===== src/include/baud_gen_pkg.sv =====
// constants, register map and field layout of the serial port bit rate generator
package baud_gen_pkg;
  localparam int unsigned AXI_ADDR_W = 4;
  localparam logic [AXI_ADDR_W-1:0] ADDR_TX_CTRL = 4'h0;
  localparam logic [AXI_ADDR_W-1:0] ADDR_RX_CTRL = 4'h4;
  localparam logic [AXI_ADDR_W-1:0] ADDR_DIVISOR = 4'h8;
  localparam logic [AXI_ADDR_W-1:0] ADDR_STATUS = 4'hc;
  localparam logic [7:0] TX_CTRL_RESET = 8'h02;
  localparam logic [7:0] RX_CTRL_RESET = 8'h00;
  localparam logic [7:0] DIVISOR_RESET = 8'h00;
  // writable bits of the transmit control word: bit 3 unimplemented, bit 1 read only
  localparam logic [7:0] TX_CTRL_WMASK = 8'hf5;
  localparam logic [7:0] RX_CTRL_WMASK = 8'hf8;
  localparam int unsigned BIT_CLK_SRC = 7;
  localparam int unsigned BIT_SYNC_MODE = 4;
  localparam int unsigned BIT_HIGH_SPEED = 2;
  localparam int unsigned BIT_SHIFT_EMPTY = 1;
  localparam int unsigned BIT_PORT_EN = 7;
  localparam int unsigned PRESCALE_W = 6;
  localparam logic [PRESCALE_W-1:0] PRESCALE_LOW = 6'h3f;
  localparam logic [PRESCALE_W-1:0] PRESCALE_HIGH = 6'h0f;
  localparam logic [PRESCALE_W-1:0] PRESCALE_SYNC = 6'h03;
  localparam logic [1:0] RESP_OKAY = 2'h0;
  localparam logic [1:0] RESP_SLVERR = 2'h2;
  typedef enum logic [2:0]
  {
    DIV_LOW = 3'h1,
    DIV_HIGH = 3'h2,
    DIV_SYNC = 3'h4
  } div_mode_t;
endpackage : baud_gen_pkg


===== src/serial_port_baud_generator.sv =====
// bit rate generator of the addressable serial port with AXI4-Lite registers
`timescale 1ns/1ps
module serial_port_baud_generator
  import baud_gen_pkg::*;
#(
  parameter int unsigned TIMER_W = 8
)
(
  input wire logic i_clk_sys,
  input wire logic i_rst_n,
  input wire logic [AXI_ADDR_W-1:0] i_s_axi_awaddr,
  input wire logic i_s_axi_awvalid,
  output logic o_s_axi_awready,
  input wire logic [31:0] i_s_axi_wdata,
  input wire logic [3:0] i_s_axi_wstrb,
  input wire logic i_s_axi_wvalid,
  output logic o_s_axi_wready,
  output logic [1:0] o_s_axi_bresp,
  output logic o_s_axi_bvalid,
  input wire logic i_s_axi_bready,
  input wire logic [AXI_ADDR_W-1:0] i_s_axi_araddr,
  input wire logic i_s_axi_arvalid,
  output logic o_s_axi_arready,
  output logic [31:0] o_s_axi_rdata,
  output logic [1:0] o_s_axi_rresp,
  output logic o_s_axi_rvalid,
  input wire logic i_s_axi_rready,
  input wire logic i_shift_empty,
  input wire logic i_receive_data_pin,
  output logic o_timer_tick,
  output logic o_bit_clk_en,
  output logic o_rx_level,
  output logic o_master_clk
);
  logic [7:0] tx_ctrl_ff;
  logic [7:0] rx_ctrl_ff;
  logic [TIMER_W-1:0] divisor_ff;
  logic [TIMER_W-1:0] bit_rate_timer_ff;
  logic [PRESCALE_W-1:0] prescale_ff;
  logic tick_ff;
  logic bit_clk_ff;
  logic master_ff;
  logic aw_held_ff;
  logic w_held_ff;
  logic [AXI_ADDR_W-1:0] awaddr_ff;
  logic [31:0] wdata_ff;
  logic [3:0] wstrb_ff;
  logic bvalid_ff;
  logic [1:0] bresp_ff;
  logic rvalid_ff;
  logic [31:0] rdata_ff;
  logic [1:0] rresp_ff;
  logic rx_level;
  div_mode_t div_mode;

  // byte lane 0 carries all writable registers; the upper lanes are ignored
  function automatic logic [7:0] merge_byte(input logic [7:0] old_val,
                                            input logic [7:0] new_val,
                                            input logic [7:0] wmask,
                                            input logic strb);
    merge_byte = strb ? ((old_val & ~wmask) | (new_val & wmask)) : old_val;
  endfunction

  // write channel: address and data may arrive in either order
  logic aw_take;
  logic w_take;
  logic wr_fire;
  logic [AXI_ADDR_W-1:0] wr_addr;
  logic [31:0] wr_data;
  logic [3:0] wr_strb;
  logic wr_divisor;
  logic wr_tx;
  logic wr_rx;
  logic wr_ok;
  logic awready_ff;
  logic wready_ff;
  logic arready_ff;
  logic nxt_awready;
  logic nxt_wready;
  logic nxt_arready;
  assign aw_take = i_s_axi_awvalid & awready_ff;
  assign w_take = i_s_axi_wvalid & wready_ff;
  assign wr_fire = (aw_held_ff | aw_take) & (w_held_ff | w_take) & ~bvalid_ff;
  assign wr_addr = aw_held_ff ? awaddr_ff : i_s_axi_awaddr;
  assign wr_data = w_held_ff ? wdata_ff : i_s_axi_wdata;
  assign wr_strb = w_held_ff ? wstrb_ff : i_s_axi_wstrb;
  assign wr_tx = wr_fire & (wr_addr == ADDR_TX_CTRL);
  assign wr_rx = wr_fire & (wr_addr == ADDR_RX_CTRL);
  assign wr_divisor = wr_fire & (wr_addr == ADDR_DIVISOR) & wr_strb[0];
  assign wr_ok = (wr_addr == ADDR_TX_CTRL) | (wr_addr == ADDR_RX_CTRL) |
                 (wr_addr == ADDR_DIVISOR) | (wr_addr == ADDR_STATUS);

  // ready strobes sit on flops: one cycle of latency per beat buys clean bus outputs
  assign nxt_awready = i_s_axi_awvalid & ~awready_ff & ~aw_held_ff & ~bvalid_ff;
  assign nxt_wready = i_s_axi_wvalid & ~wready_ff & ~w_held_ff & ~bvalid_ff;
  assign nxt_arready = i_s_axi_arvalid & ~arready_ff & ~rvalid_ff;
  always_ff @(posedge i_clk_sys or negedge i_rst_n)
  begin
    if (!i_rst_n)
    begin
      awready_ff <= 1'b0;
      wready_ff <= 1'b0;
      arready_ff <= 1'b0;
    end
    else
    begin
      awready_ff <= nxt_awready;
      wready_ff <= nxt_wready;
      arready_ff <= nxt_arready;
    end
  end

  // holding latches for a lone address or data beat
  always_ff @(posedge i_clk_sys or negedge i_rst_n)
  begin
    if (!i_rst_n)
    begin
      aw_held_ff <= 1'b0;
      w_held_ff <= 1'b0;
      awaddr_ff <= '0;
      wdata_ff <= '0;
      wstrb_ff <= '0;
    end
    else
    begin
      aw_held_ff <= (aw_held_ff | aw_take) & ~wr_fire;
      w_held_ff <= (w_held_ff | w_take) & ~wr_fire;
      if (aw_take)
        awaddr_ff <= i_s_axi_awaddr;
      if (w_take)
      begin
        wdata_ff <= i_s_axi_wdata;
        wstrb_ff <= i_s_axi_wstrb;
      end
    end
  end

  // write response; status and unmapped addresses are not writable
  always_ff @(posedge i_clk_sys or negedge i_rst_n)
  begin
    if (!i_rst_n)
    begin
      bvalid_ff <= 1'b0;
      bresp_ff <= RESP_OKAY;
    end
    else if (wr_fire)
    begin
      bvalid_ff <= 1'b1;
      bresp_ff <= wr_ok ? RESP_OKAY : RESP_SLVERR;
    end
    else if (i_s_axi_bready)
      bvalid_ff <= 1'b0;
  end

  // control registers; the shift-empty bit is a live copy, not stored by software
  always_ff @(posedge i_clk_sys or negedge i_rst_n)
  begin
    if (!i_rst_n)
    begin
      tx_ctrl_ff <= TX_CTRL_RESET;
      rx_ctrl_ff <= RX_CTRL_RESET;
      divisor_ff <= DIVISOR_RESET[TIMER_W-1:0];
    end
    else
    begin
      if (wr_tx)
        tx_ctrl_ff <= merge_byte(tx_ctrl_ff, wr_data[7:0], TX_CTRL_WMASK, wr_strb[0]);
      else
        tx_ctrl_ff[BIT_SHIFT_EMPTY] <= i_shift_empty;
      if (wr_rx)
        rx_ctrl_ff <= merge_byte(rx_ctrl_ff, wr_data[7:0], RX_CTRL_WMASK, wr_strb[0]);
      if (wr_divisor)
        divisor_ff <= wr_data[TIMER_W-1:0];
    end
  end

  // read channel: one read at a time, rdata registered
  logic rd_take;
  logic [31:0] rd_word;
  logic rd_ok;
  assign rd_take = i_s_axi_arvalid & arready_ff;
  assign rd_ok = (i_s_axi_araddr == ADDR_TX_CTRL) | (i_s_axi_araddr == ADDR_RX_CTRL) |
                 (i_s_axi_araddr == ADDR_DIVISOR) | (i_s_axi_araddr == ADDR_STATUS);
  assign rd_word =
    (i_s_axi_araddr == ADDR_TX_CTRL) ? {24'h000000, tx_ctrl_ff} :
    (i_s_axi_araddr == ADDR_RX_CTRL) ? {24'h000000, rx_ctrl_ff} :
    (i_s_axi_araddr == ADDR_DIVISOR) ? {{(32-TIMER_W){1'b0}}, divisor_ff} :
    (i_s_axi_araddr == ADDR_STATUS) ?
      {{(24-TIMER_W){1'b0}}, bit_rate_timer_ff, 5'h00, rx_level, master_ff, bit_clk_ff} :
    32'h00000000;

  always_ff @(posedge i_clk_sys or negedge i_rst_n)
  begin
    if (!i_rst_n)
    begin
      rvalid_ff <= 1'b0;
      rdata_ff <= '0;
      rresp_ff <= RESP_OKAY;
    end
    else if (rd_take)
    begin
      rvalid_ff <= 1'b1;
      rdata_ff <= rd_word;
      rresp_ff <= rd_ok ? RESP_OKAY : RESP_SLVERR;
    end
    else if (i_s_axi_rready)
      rvalid_ff <= 1'b0;
  end

  // divide mode; in sync mode the high speed bit does not matter
  logic sync_mode;
  logic high_speed_select;
  logic clock_source_select;
  logic port_en;
  assign sync_mode = tx_ctrl_ff[BIT_SYNC_MODE];
  assign high_speed_select = tx_ctrl_ff[BIT_HIGH_SPEED];
  assign clock_source_select = tx_ctrl_ff[BIT_CLK_SRC];
  assign port_en = rx_ctrl_ff[BIT_PORT_EN];
  assign div_mode = sync_mode ? DIV_SYNC :
                    high_speed_select ? DIV_HIGH : DIV_LOW;

  logic [PRESCALE_W-1:0] prescale_top;
  always_comb
  begin
    case (div_mode)
      DIV_LOW: prescale_top = PRESCALE_LOW;
      DIV_HIGH: prescale_top = PRESCALE_HIGH;
      DIV_SYNC: prescale_top = PRESCALE_SYNC;
      default: prescale_top = PRESCALE_LOW;
    endcase
  end

  // down-counting timer: divisor+1 clocks per tick, cleared by a divisor write
  logic timer_expire;
  assign timer_expire = (bit_rate_timer_ff == '0);
  always_ff @(posedge i_clk_sys or negedge i_rst_n)
  begin
    if (!i_rst_n)
    begin
      bit_rate_timer_ff <= '0;
      tick_ff <= 1'b0;
    end
    else if (wr_divisor)
    begin
      bit_rate_timer_ff <= '0;
      tick_ff <= 1'b0;
    end
    else
    begin
      bit_rate_timer_ff <= timer_expire ? divisor_ff : bit_rate_timer_ff - 1'b1;
      tick_ff <= timer_expire;
    end
  end

  // prescaler turns ticks into one bit clock pulse per 64, 16 or 4 ticks
  logic prescale_wrap;
  assign prescale_wrap = tick_ff & (prescale_ff >= prescale_top);
  always_ff @(posedge i_clk_sys or negedge i_rst_n)
  begin
    if (!i_rst_n)
    begin
      prescale_ff <= '0;
      bit_clk_ff <= 1'b0;
    end
    else if (wr_divisor)
    begin
      prescale_ff <= '0;
      bit_clk_ff <= 1'b0;
    end
    else
    begin
      if (tick_ff)
        prescale_ff <= prescale_wrap ? '0 : prescale_ff + 1'b1;
      bit_clk_ff <= prescale_wrap;
    end
  end

  // master status, port enabled only: async always uses the generator, sync only with internal clock
  always_ff @(posedge i_clk_sys or negedge i_rst_n)
  begin
    if (!i_rst_n)
      master_ff <= 1'b0;
    else
      master_ff <= port_en & (~sync_mode | clock_source_select);
  end

  majority_sampler u_rx_sampler
  (
    .i_clk_sys(i_clk_sys),
    .i_rst_n(i_rst_n),
    .i_pin(i_receive_data_pin),
    .i_sample(tick_ff),
    .o_level(rx_level)
  );

  // gated output pulse; in slave mode the bit clock comes from outside
  logic bit_clk_out_ff;
  always_ff @(posedge i_clk_sys or negedge i_rst_n)
  begin
    if (!i_rst_n)
      bit_clk_out_ff <= 1'b0;
    else
      bit_clk_out_ff <= bit_clk_ff & master_ff;
  end

  assign o_s_axi_awready = awready_ff;
  assign o_s_axi_wready = wready_ff;
  assign o_s_axi_bvalid = bvalid_ff;
  assign o_s_axi_bresp = bresp_ff;
  assign o_s_axi_arready = arready_ff;
  assign o_s_axi_rvalid = rvalid_ff;
  assign o_s_axi_rdata = rdata_ff;
  assign o_s_axi_rresp = rresp_ff;
  assign o_timer_tick = tick_ff;
  assign o_bit_clk_en = bit_clk_out_ff;
  assign o_rx_level = rx_level;
  assign o_master_clk = master_ff;
endmodule // serial_port_baud_generator


===== src/majority_sampler.sv =====
// three-sample majority detector for the receive data pin
`timescale 1ns/1ps
module majority_sampler
(
  input wire logic i_clk_sys,
  input wire logic i_rst_n,
  input wire logic i_pin,
  input wire logic i_sample,
  output logic o_level
);
  logic sync1_ff;
  logic sync2_ff;
  logic sync3_ff;
  logic stable_ff;
  logic [2:0] samp_ff;
  logic level_ff;
  logic nxt_level;

  // three-stage synchroniser; the clean value counts once stages two and three agree
  always_ff @(posedge i_clk_sys or negedge i_rst_n)
  begin
    if (!i_rst_n)
    begin
      sync1_ff <= 1'b1;
      sync2_ff <= 1'b1;
      sync3_ff <= 1'b1;
      stable_ff <= 1'b1;
    end
    else
    begin
      sync1_ff <= i_pin;
      sync2_ff <= sync1_ff;
      sync3_ff <= sync2_ff;
      if (sync2_ff == sync3_ff)
        stable_ff <= sync3_ff;
    end
  end

  // two of three samples decide the level
  assign nxt_level = (samp_ff[0] & samp_ff[1]) | (samp_ff[1] & samp_ff[2]) |
                     (samp_ff[0] & samp_ff[2]);

  // the window of three shifts on each sample strobe
  always_ff @(posedge i_clk_sys or negedge i_rst_n)
  begin
    if (!i_rst_n)
    begin
      samp_ff <= 3'h7;
      level_ff <= 1'b1;
    end
    else
    begin
      if (i_sample)
        samp_ff <= {samp_ff[1:0], stable_ff};
      level_ff <= nxt_level;
    end
  end

  assign o_level = level_ff;
endmodule // majority_sampler


===== config.mk =====
export PLATFORM = sky130hd
export DESIGN_NAME = serial_port_baud_generator
export DESIGN_NICKNAME = d
export VERILOG_FILES = /design/src/include/baud_gen_pkg.sv /design/src/serial_port_baud_generator.sv /design/src/majority_sampler.sv
export SDC_FILE = /design/constraint.sdc
export NUM_CORES = 1
export LEC_CHECK = 0
export BUFFER_PORTS_ARGS = -buffer_cell sky130_fd_sc_hd__buf_2
export CAP_MARGIN = 20
export CORE_ASPECT_RATIO = 1.2
export CORE_MARGIN = 2
export CORE_UTILIZATION = 55
export DETAILED_ROUTE_END_ITERATION = 8
export GPL_ROUTABILITY_DRIVEN = 0
export PLACE_DENSITY_LB_ADDON = 0.08
export SLEW_MARGIN = 20
export SYNTH_ARGS = -nofsm -noshare
export SYNTH_HDL_FRONTEND = slang
export SYNTH_SLANG_ARGS = --single-unit

===== constraint.sdc =====
create_clock -name i_clk_sys -period 4.5 [get_ports i_clk_sys]
set_clock_uncertainty 0.05 [all_clocks]
set_input_delay 0.9 -clock i_clk_sys [delete_from_list [all_inputs] [get_ports i_clk_sys]]
set_output_delay 0.9 -clock i_clk_sys [all_outputs]
set_load 0.02 [all_outputs]

**After elaboration in Yosys (flattened, before gate mapping)**

Index checks and enable logic that the tools add are counted.

- Input port bits: 53
- Register bits: 106
- Word-level logic and storage cells: 122

- $lt $le $gt $ge: 1
- Equality and inequality tests: 10
- Reductions and logical operators: 8
- Mux-type cells: 25
- $add $sub $neg: 2
- Bitwise operators: 47

Operators with widths:

| kind | count |
|---|---|
| $mux W16 | 4 |
| $and A1 B1 Y1 | 25 |
| $mux W8 | 3 |
| $mux W6 | 3 |
| $eq A4 B4 Y1 const B | 4 |
| $pmux W6 S2 | 1 |
| $or A1 B1 Y1 | 11 |
| $not A1 Y1 | 9 |
| $eq A4 B3 Y1 const B | 2 |
| $logic_not A4 Y1 | 2 |
| $logic_not A8 Y1 | 1 |
| $mux W1 | 8 |
| $mux W2 | 4 |
| $or A3 B8 Y8 | 1 |
| $or A4 B8 Y8 | 1 |
| $sub A8 B1 Y8 const B | 1 |
| $add A6 B1 Y6 const B | 1 |
| $ge A6 B6 Y1 | 1 |
| $reduce_bool A2 Y1 | 3 |
| $mux W4 | 1 |
| $reduce_and A2 Y1 | 2 |
| $eq A3 B2 Y1 const B | 1 |
| $eq A3 B3 Y1 const B | 1 |
| $mux W3 | 1 |
| 2 further kinds | 2 |

**Longest topological paths before layout**

Gate-level depths: netlist of the first run.

- Depth in word-level cells: 9
- Gate-level depth with buffers: 7

**Cells and area by module**

Synthesis of the first run repeated with hierarchy kept, for this count alone.

- Cells, all modules: 319
- Area total of the unflattened synthesis: 3902.5 um^2

Modules (own cells, without submodules):

| module | instances | seq. area each (um^2) | area an instance (um^2) | cells each |
|---|---|---|---|---|
| serial_port_baud_generator | 1 | 1903.1 | 3636.0 | 306 |
| majority_sampler | 1 | 210.2 | 266.5 | 13 |

**Least setup slack after synthesis of the first run**

Ideal clock, no wire load.

- Path kind: input-to-reg
- Start point: in i_s_axi_awaddr[0]
- End point: reg divisor_ff[3]
- Stages: 6
- Setup slack: 1.988 ns
- Path buffers: 2
- Data arrival time: 2.337 ns
- Cell sequence: or3_1 -> a211oi_2 -> and4bb_1 -> buf_4 -> buf_12 -> mux2_4

- Word-level cells in the longest chain between the ends: 4

RTL lines:

| element | line | text |
|---|---|---|
| from (decl) | serial_port_baud_generator.sv:11 | `input wire logic [AXI_ADDR_W-1:0] i_s_axi_awaddr,` |
| $mux W4 | serial_port_baud_generator.sv:84 | `assign wr_addr = aw_held_ff ? awaddr_ff : i_s_axi_awaddr;` |
| $eq A4 B4 Y1 | serial_port_baud_generator.sv:89 | `assign wr_divisor = wr_fire & (wr_addr == ADDR_DIVISOR) & wr_strb[0];` |
| $and A1 B1 Y1 (2 in series) | serial_port_baud_generator.sv:89 |  |
| to (signal assigned) | serial_port_baud_generator.sv:162 | `divisor_ff <= DIVISOR_RESET[TIMER_W-1:0];` |
| to (signal assigned) | serial_port_baud_generator.sv:173 | `divisor_ff <= wr_data[TIMER_W-1:0];` |
| to (decl) | serial_port_baud_generator.sv:37 | `logic [TIMER_W-1:0] divisor_ff;` |

Every way passes these cells.
A chain may end at the register's enable or synchronous reset.

**Worst setup path after layout of the first run**

- Start point: in i_s_axi_awaddr[0]
- End point: reg divisor_ff[2]

The elaborated chain is that of the path after synthesis.

==> impl_metrics.json, run 1 <==
{
  "tns_ns": 0,
  "post_cts_buffers": 0,
  "synth.most_common_cell": "dfrtp_1",
  "dieHeight_um": 96.1,
  "antenna_left": 0,
  "avgRoutedWirePerCell_um": 15.1,
  "numPortBuffers": 52,
  "synth_top_area_cell": "dfrtp_1",
  "ys_seq_elements": 84,
  "r2r-start": "aw_held_ff",
  "vias": 2453,
  "io_pins": 98,
  "pre_cts_ws_ns": 1.47,
  "peakVddDrop_mv": 0.325,
  "grt-ovfl-total": 0,
  "min_path_type": "reg -> reg",
  "yosysSeqAreaShare_pct": 54.4,
  "start_kind": "primary input",
  "status": "complete, no violations",
  "p_total_mw": 2.30,
  "fin_nets": 425,
  "coreArea_sq_mm": 0.00685,
  "synthTopCellsByCount": "dfrtp_1 (75), mux2_2 (42), nor2_1 (20), a22o_1 (19), buf_4 (19)",
  "fill_cells": 566,
  "first_global_vias": 2406,
  "chipWidth_um": 80.7,
  "setup_violations": 0,
  "switchingPower_mw": 0.726,
  "root_buffer": "clkbuf_8",
  "hpwl_um": 4940,
  "rsz0062_at_grt": "false",
  "grt_max_degree": 85,
  "worstMarginPinSlew_ns": 0.721,
  "drive_gt1_share_pct": 34.1,
  "endpoint_kind": "flop",
  "crit_chain": "buf_2 > or3_1 > a211oi_2 > and4bb_1 > buf_4 > mux2_2",
  "finalHoldViolCount": 0,
  "htreeDepth": 3,
  "fmax_mhz": 374,
  "rows": 33,
  "slew_viol_final": 0,
  "cts-buffers-inserted": 9,
  "antenna_found_initial": 0,
  "synth-edff-count": 0,
  "max_slew_margin_pct": 52.0,
  "grt_usage_pct": 19.8,
  "cts_sinks": 84,
  "area_delta_synth_final_pct": 11.4,
  "postCtsResizedCells": 0,
  "p_leak_nw": 2.15,
  "combPwrFrac_pct": 26.2,
  "synth_cell_types": 47,
  "synth.top_cell.area_share_pct": 48.3,
  "drc": 0,
  "clk_pin_slew_worst_paths_ns": 0.07,
  "regArea_sq_mm": 0.00211,
  "crit_fanout": 20,
  "syn_area_sq_mm": 0.00388,
  "startpoint": "i_s_axi_awaddr[0]",
  "holdCritStartpoint": "u_rx_sampler.sync1_ff",
  "cap_viol_max_count": 0,
  "clockPowerShare_pct": 23.5,
  "p_int_mw": 1.57,
  "ys_warn_count": 0,
  "synth_ff_type": "dfrtp_1",
  "async_flop_share_pct": 100,
  "critPathKind": "in -> reg",
  "power_frac_seq_pct": 50.3,
  "period_needed_ns": 2.67,
  "diodes": 0,
  "synth_area_leaders": "dfrtp_1 (48%), mux2_2 (12%), dfstp_2 (6.1%)",
  "die_area_sq_mm": 0.00775,
  "syn-instance-count": 315,
  "cts_tree": "done",
  "start_util_pct": 56.7,
  "multi_input_area_sq_mm": 0.00161,
  "critPathMaxStageDelay_ns": 0.43,
  "crit_required_ns": 4.68,
  "vias_per_cell": 5.37,
  "cts_buffer_depth": 2,
  "holdBufCountCts": 0,
  "finalCritPeriodShare_pct": 59.4,
  "grt_pass1_wl_um": 11600,
  "dr.pass1.iters": 4,
  "insertion_delay_ns": 0.35,
  "fin_ws_ns": 1.83,
  "p_per_area_mw_per_mm2": 532,
  "syn_avg_cell_area_sq_um": 12.3,
  "cp_slowest_cell": "and4bb_1",
  "worst_ep_arrival_time_ns": 2.86,
  "swShare_pct": 31.6,
  "wl_um": 6920,
  "drt_iter0_markers": 117
}
-- layout make-up --
| type | count | share of cell area [%] |
|---|---|---|
| sequential | 84 | 48.8 |
| clock inverter | 4 | 1.10 |
| multi-input combinational | 212 | 37.2 |
| tap | 87 | 2.52 |
| inverter | 5 | 0.434 |
| timing repair buffer | 53 | 6.33 |
| clock buffer | 12 | 3.59 |
-- sequential cells by signal (all words and copies together) (netlist names), 3 cells and up --
name / flops
rx_ctrl_ff: 5
divisor_ff: 8
awaddr_ff: 4
tx_ctrl_ff: 7
o_s_axi_rdata: 16
u_rx_sampler.samp_ff: 3
wdata_ff: 8
bit_rate_timer_ff: 8
prescale_ff: 6
-- stage by stage --
| step | util, % | area [sq um] | std cells | hold WS, ns |
|---|---|---|---|---|
| floorplan | - | 3950 | 332 | 0.295 |
| detailed placement | 60.1 | 4120 | 441 | 0.298 |
| global route | 63.1 | 4330 | 457 | 0.315 |
| finish | 63.1 | 4330 | 457 | 0.313 |
| CTS | 63.1 | 4320 | 457 | 0.313 |
| global placement | 60.1 | 4120 | 441 | 0.298 |
-- kinds of logic (layout without fill, tap and decap cells) --
kind of cell / count (synthesis) / in the layout / synth area share, %
other: 1 / 18 / 0.0966
xor gates and xnor gates: 5 / 5 / 1.13
adders and majority gates: 9 / 9 / 2.77
AOI/OAI and AO/OA: 59 / 59 / 11.3
DFF: 84 / 84 / 54.4
muxes: 53 / 53 / 15.5
and+or+nand+nor: 68 / 68 / 8.96
buffers and inverters: 36 / 74 / 5.80
-- cell usage in the layout (no fill, tap or decap), drive strengths merged, types with 5 or more instances in the layout --
cell    count
dfrtp      75
buf        53
mux2       46
nor2       20
a22o       19
conb       18
nand2      15
clkbuf     12
dfstp       9
a211oi      9
mux2i       7
a21oi       7
o21ai       7
ha          7
nand3       6
inv         5
nor3        5
-- power groups by stage --
stage | clock network [mW] | logic (mW) | registers [mW]
floorplan | 0 | 0.475 | 1.14
global placement | 0 | 0.584 | 1.16
detailed placement | 0 | 0.602 | 1.17
CTS | 0.555 | 0.610 | 1.16
global route | 0.593 | 0.674 | 1.19
finish | 0.541 | 0.603 | 1.16
-- worst max-delay path: cells and delay by family --
family,cells,cell delay [ns]
buffers and inverters,2,0.43
AND/OR/NAND/NOR,2,0.83
AO/OA/AOI/OAI,1,0.34
multiplexers,1,0.36
-- worst paths after layout --
kind | to | slack, ns | cells past startpoint
hold reg to reg | u_rx_sampler.sync2_ff | 0.31 | 0
setup reg to reg | divisor_ff[2] | 1.97 | 5
min in group asynchronous | o_s_axi_rdata[12] | 0.54 | 1
max in group asynchronous | o_s_axi_rdata[7] | 3.38 | 1
hold / removal | u_rx_sampler.sync2_ff | 0.31 | 0
setup / recovery | divisor_ff[2] | 1.83 | 6
-- routing by layer --
metal / global-route usage [%] / share of wire [%]
met3: 3.28 / 4.5
met2: 31.1 / 46
met1: 26.8 / 46
met4: 10.0 / 2.9
met5: 0 / 0
No activity file was read; power rests on OpenSTA's default activity.
==> run 2, diff against run 1 <==
--- a/config.mk
+++ b/config.mk
@@ -5,11 +5,12 @@
 export SDC_FILE = /design/constraint.sdc
 export NUM_CORES = 1
 export LEC_CHECK = 0
+export ABC_AREA = 1
 export BUFFER_PORTS_ARGS = -buffer_cell sky130_fd_sc_hd__buf_2
 export CAP_MARGIN = 20
 export CORE_ASPECT_RATIO = 1.2
 export CORE_MARGIN = 2
-export CORE_UTILIZATION = 55
+export CORE_UTILIZATION = 49
 export DETAILED_ROUTE_END_ITERATION = 8
 export GPL_ROUTABILITY_DRIVEN = 0
 export PLACE_DENSITY_LB_ADDON = 0.08
==> constraint.sdc (replaced) <==
create_clock -name i_clk_sys -period 2.2 [get_ports i_clk_sys]
set_clock_uncertainty 0.05 [all_clocks]
set_input_delay 0.44 -clock i_clk_sys [delete_from_list [all_inputs] [get_ports i_clk_sys]]
set_output_delay 0.44 -clock i_clk_sys [all_outputs]
set_load 0.02 [all_outputs]
==> run 2 against run 1 <==
Core utilization down 6.1 points; design area up 7.5%; first-iteration DRC count rose by 22%; die area rose by 18%; sequential cell count stayed put; combinational power grew to 2.9 times the previous value; sequential share of layout area fell by 3.4 points; worst setup slack worse by 1.5 ns; global-route usage is 1.0 points lower; routed wire length up 13%; non-clock buffer count grew 4; synthesized cell count up 49%.
==> impl_metrics.json, run 2 <==
{
  "finalCritPeriodShare_pct": 83.1,
  "most-common-layout-cells": "nand2_1 (110), dfrtp_1 (75), o21ai_0 (61), buf_2 (51), inv_1 (48)",
  "regArea_sq_mm": 0.00211,
  "syn_area_sq_mm": 0.00413,
  "period_needed_ns": 1.83,
  "holdBufCountCts": 0,
  "synth_top_area_cell": "dfrtp_1",
  "multi_input_area_sq_mm": 0.00166,
  "largest_register_ffs": 16,
  "worstMarginPinSlew_ns": 0.522,
  "antenna_left": 0,
  "status": "complete, no violations",
  "async_flop_share_pct": 100,
  "synth.most_common_cell": "nand2_1",
  "htreeDepth": 3,
  "p_leak_nw": 2.39,
  "endpoint_kind": "flop",
  "grt_usage_pct": 18.8,
  "grt_max_degree": 46,
  "diodes": 0,
  "cts_sinks": 84,
  "crit_fanout": 5,
  "dr.pass1.iters": 4,
  "io_pins": 98,
  "grt-ovfl-total": 0,
  "avgRoutedWirePerCell_um": 12.1,
  "fmax_mhz": 547,
  "cts_tree": "done",
  "vias_per_cell": 4.74,
  "cts-buffers-inserted": 9,
  "hpwl_um": 5620,
  "coreArea_sq_mm": 0.00815,
  "synth_ff_type": "dfrtp_1",
  "fill_cells": 775,
  "setup_violations": 0,
  "post_cts_buffers": 0,
  "p_per_area_mw_per_mm2": 1160,
  "syn_avg_cell_area_sq_um": 8.82,
  "chipWidth_um": 87.8,
  "die_area_sq_mm": 0.00918,
  "finalHoldViolCount": 0,
  "drt_iter0_markers": 143,
  "ys_warn_count": 0,
  "root_buffer": "clkbuf_8",
  "synth.top_cell.area_share_pct": 45.5,
  "synth_area_leaders": "dfrtp_1 (45%), nand2_1 (10%), o21ai_0 (7.4%)",
  "vias": 3042,
  "slew_viol_final": 0,
  "drive_gt1_share_pct": 23.3,
  "area_delta_synth_final_pct": 12.7,
  "peakVddDrop_mv": 0.696,
  "tns_ns": 0,
  "cap_viol_max_count": 0,
  "first_global_vias": 3001,
  "dieHeight_um": 105,
  "cts_buffer_depth": 2,
  "insertion_delay_ns": 0.34,
  "p_total_mw": 5.38,
  "fin_nets": 583,
  "syn-instance-count": 468,
  "synth_cell_types": 34,
  "postCtsResizedCells": 0,
  "numPortBuffers": 52,
  "start_kind": "flop",
  "drc": 0,
  "clk_pin_slew_worst_paths_ns": 0.08,
  "critPathKind": "reg -> reg",
  "rows": 36,
  "start_util_pct": 50.6,
  "wl_um": 7780,
  "min_path_type": "in -> async",
  "worst_ep_arrival_time_ns": 2.01,
  "rsz0062_at_grt": "false",
  "max_slew_margin_pct": 65.2,
  "crit_required_ns": 2.39,
  "synthTopCellsByCount": "nand2_1 (110), dfrtp_1 (75), o21ai_0 (61), inv_1 (48), nor2_1 (35)",
  "fin_util_pct": 57.0,
  "yosysSeqAreaShare_pct": 51.2,
  "ys_seq_elements": 84,
  "grt_pass1_wl_um": 13700,
  "antenna_found_initial": 0,
  "synth-edff-count": 0,
  "final_common_cell": "nand2_1"
}
[run 2: cell types whose count changed after synthesis, sizes merged, moves of 18 or more]
cell,before,now
inv,5,51
mux2,46,4
nand2,15,124
o21ai,7,75
a22o,19,0
nor2,20,38
[run 2: power by group]
group | switching, mW | leakage, nW | internal [mW]
sequential | 0.351 | 1.07 | 2.07
clock | 0.547 | 0.110 | 0.675
combinational | 1.09 | 1.22 | 0.651
total | 1.99 | 2.39 | 3.39
[run 2: worst paths after layout]
check	from	to	slack [ns]	cells past startpoint
max in group asynchronous	i_rst_n	divisor_ff[7]	1.47	2
hold reg to reg	u_rx_sampler.sync1_ff	u_rx_sampler.sync2_ff	0.31	0
setup reg to reg	tx_ctrl_ff[2]	prescale_ff[4]	0.37	9
min in group i_clk_sys	i_receive_data_pin	u_rx_sampler.sync1_ff	0.13	1
hold / removal	i_rst_n	prescale_ff[2]	0.004	1
setup / recovery	tx_ctrl_ff[2]	prescale_ff[4]	0.37	9
[run 2: kinds of logic (layout without fill, tap and decap cells)]
logic type / count (synthesis) / in the layout / synth area share [%]
multiplexers: 5 / 5 / 1.33
flip-flops: 84 / 84 / 51.2
adder cells (fa/ha/maj): 8 / 8 / 2.36
AO/OA/AOI/OAI: 91 / 91 / 12.8
XOR/XNOR: 5 / 5 / 1.06
other: 1 / 18 / 0.0908
buffers and inverters: 81 / 124 / 10.0
AND/OR/NAND/NOR: 193 / 193 / 21.1
[run 2: area by class of cell]
type | instances | share of cell area, %
tap | 114 | 3.07
sequential | 84 | 45.4
clock buffer | 11 | 3.04
timing repair buffer | 57 | 6.73
inverter | 51 | 4.12
multi-input combinational | 320 | 35.8
clock inverter | 5 | 1.83
[run 2: critical path: stages, from the launching register on]
cell     delay, ns
dfrtp_1       0.40
or2_2         0.30
ha_1          0.30
nand2_1       0.06
nor2_1        0.09
nand2_1       0.05
nand2_1       0.09
nand2_1       0.16
nand4_1       0.16
nand2_1       0.06
[run 2: through the flow]
stage | setup WS, ns | instances | area [sq um] | hold WS, ns
after floorplan | 0.525 | 485 | 4190 | 0.0944
after global placement | 0.394 | 626 | 4420 | 0.296
after detailed placement | 0.383 | 626 | 4420 | 0.298
after CTS | 0.369 | 642 | 4650 | 0.0244
after global routing | 0.164 | 642 | 4650 | 0.0599
final | 0.372 | 642 | 4650 | 0.00368
[run 2: per-layer routing]
metal	vias to the layer above	GRT usage, %	wire length, um
li1	1579	-	-
met1	1398	24.8	3620
met2	57	31.1	3830
met3	8	2.69	223
met4	0	6.92	107
met5	-	0	0
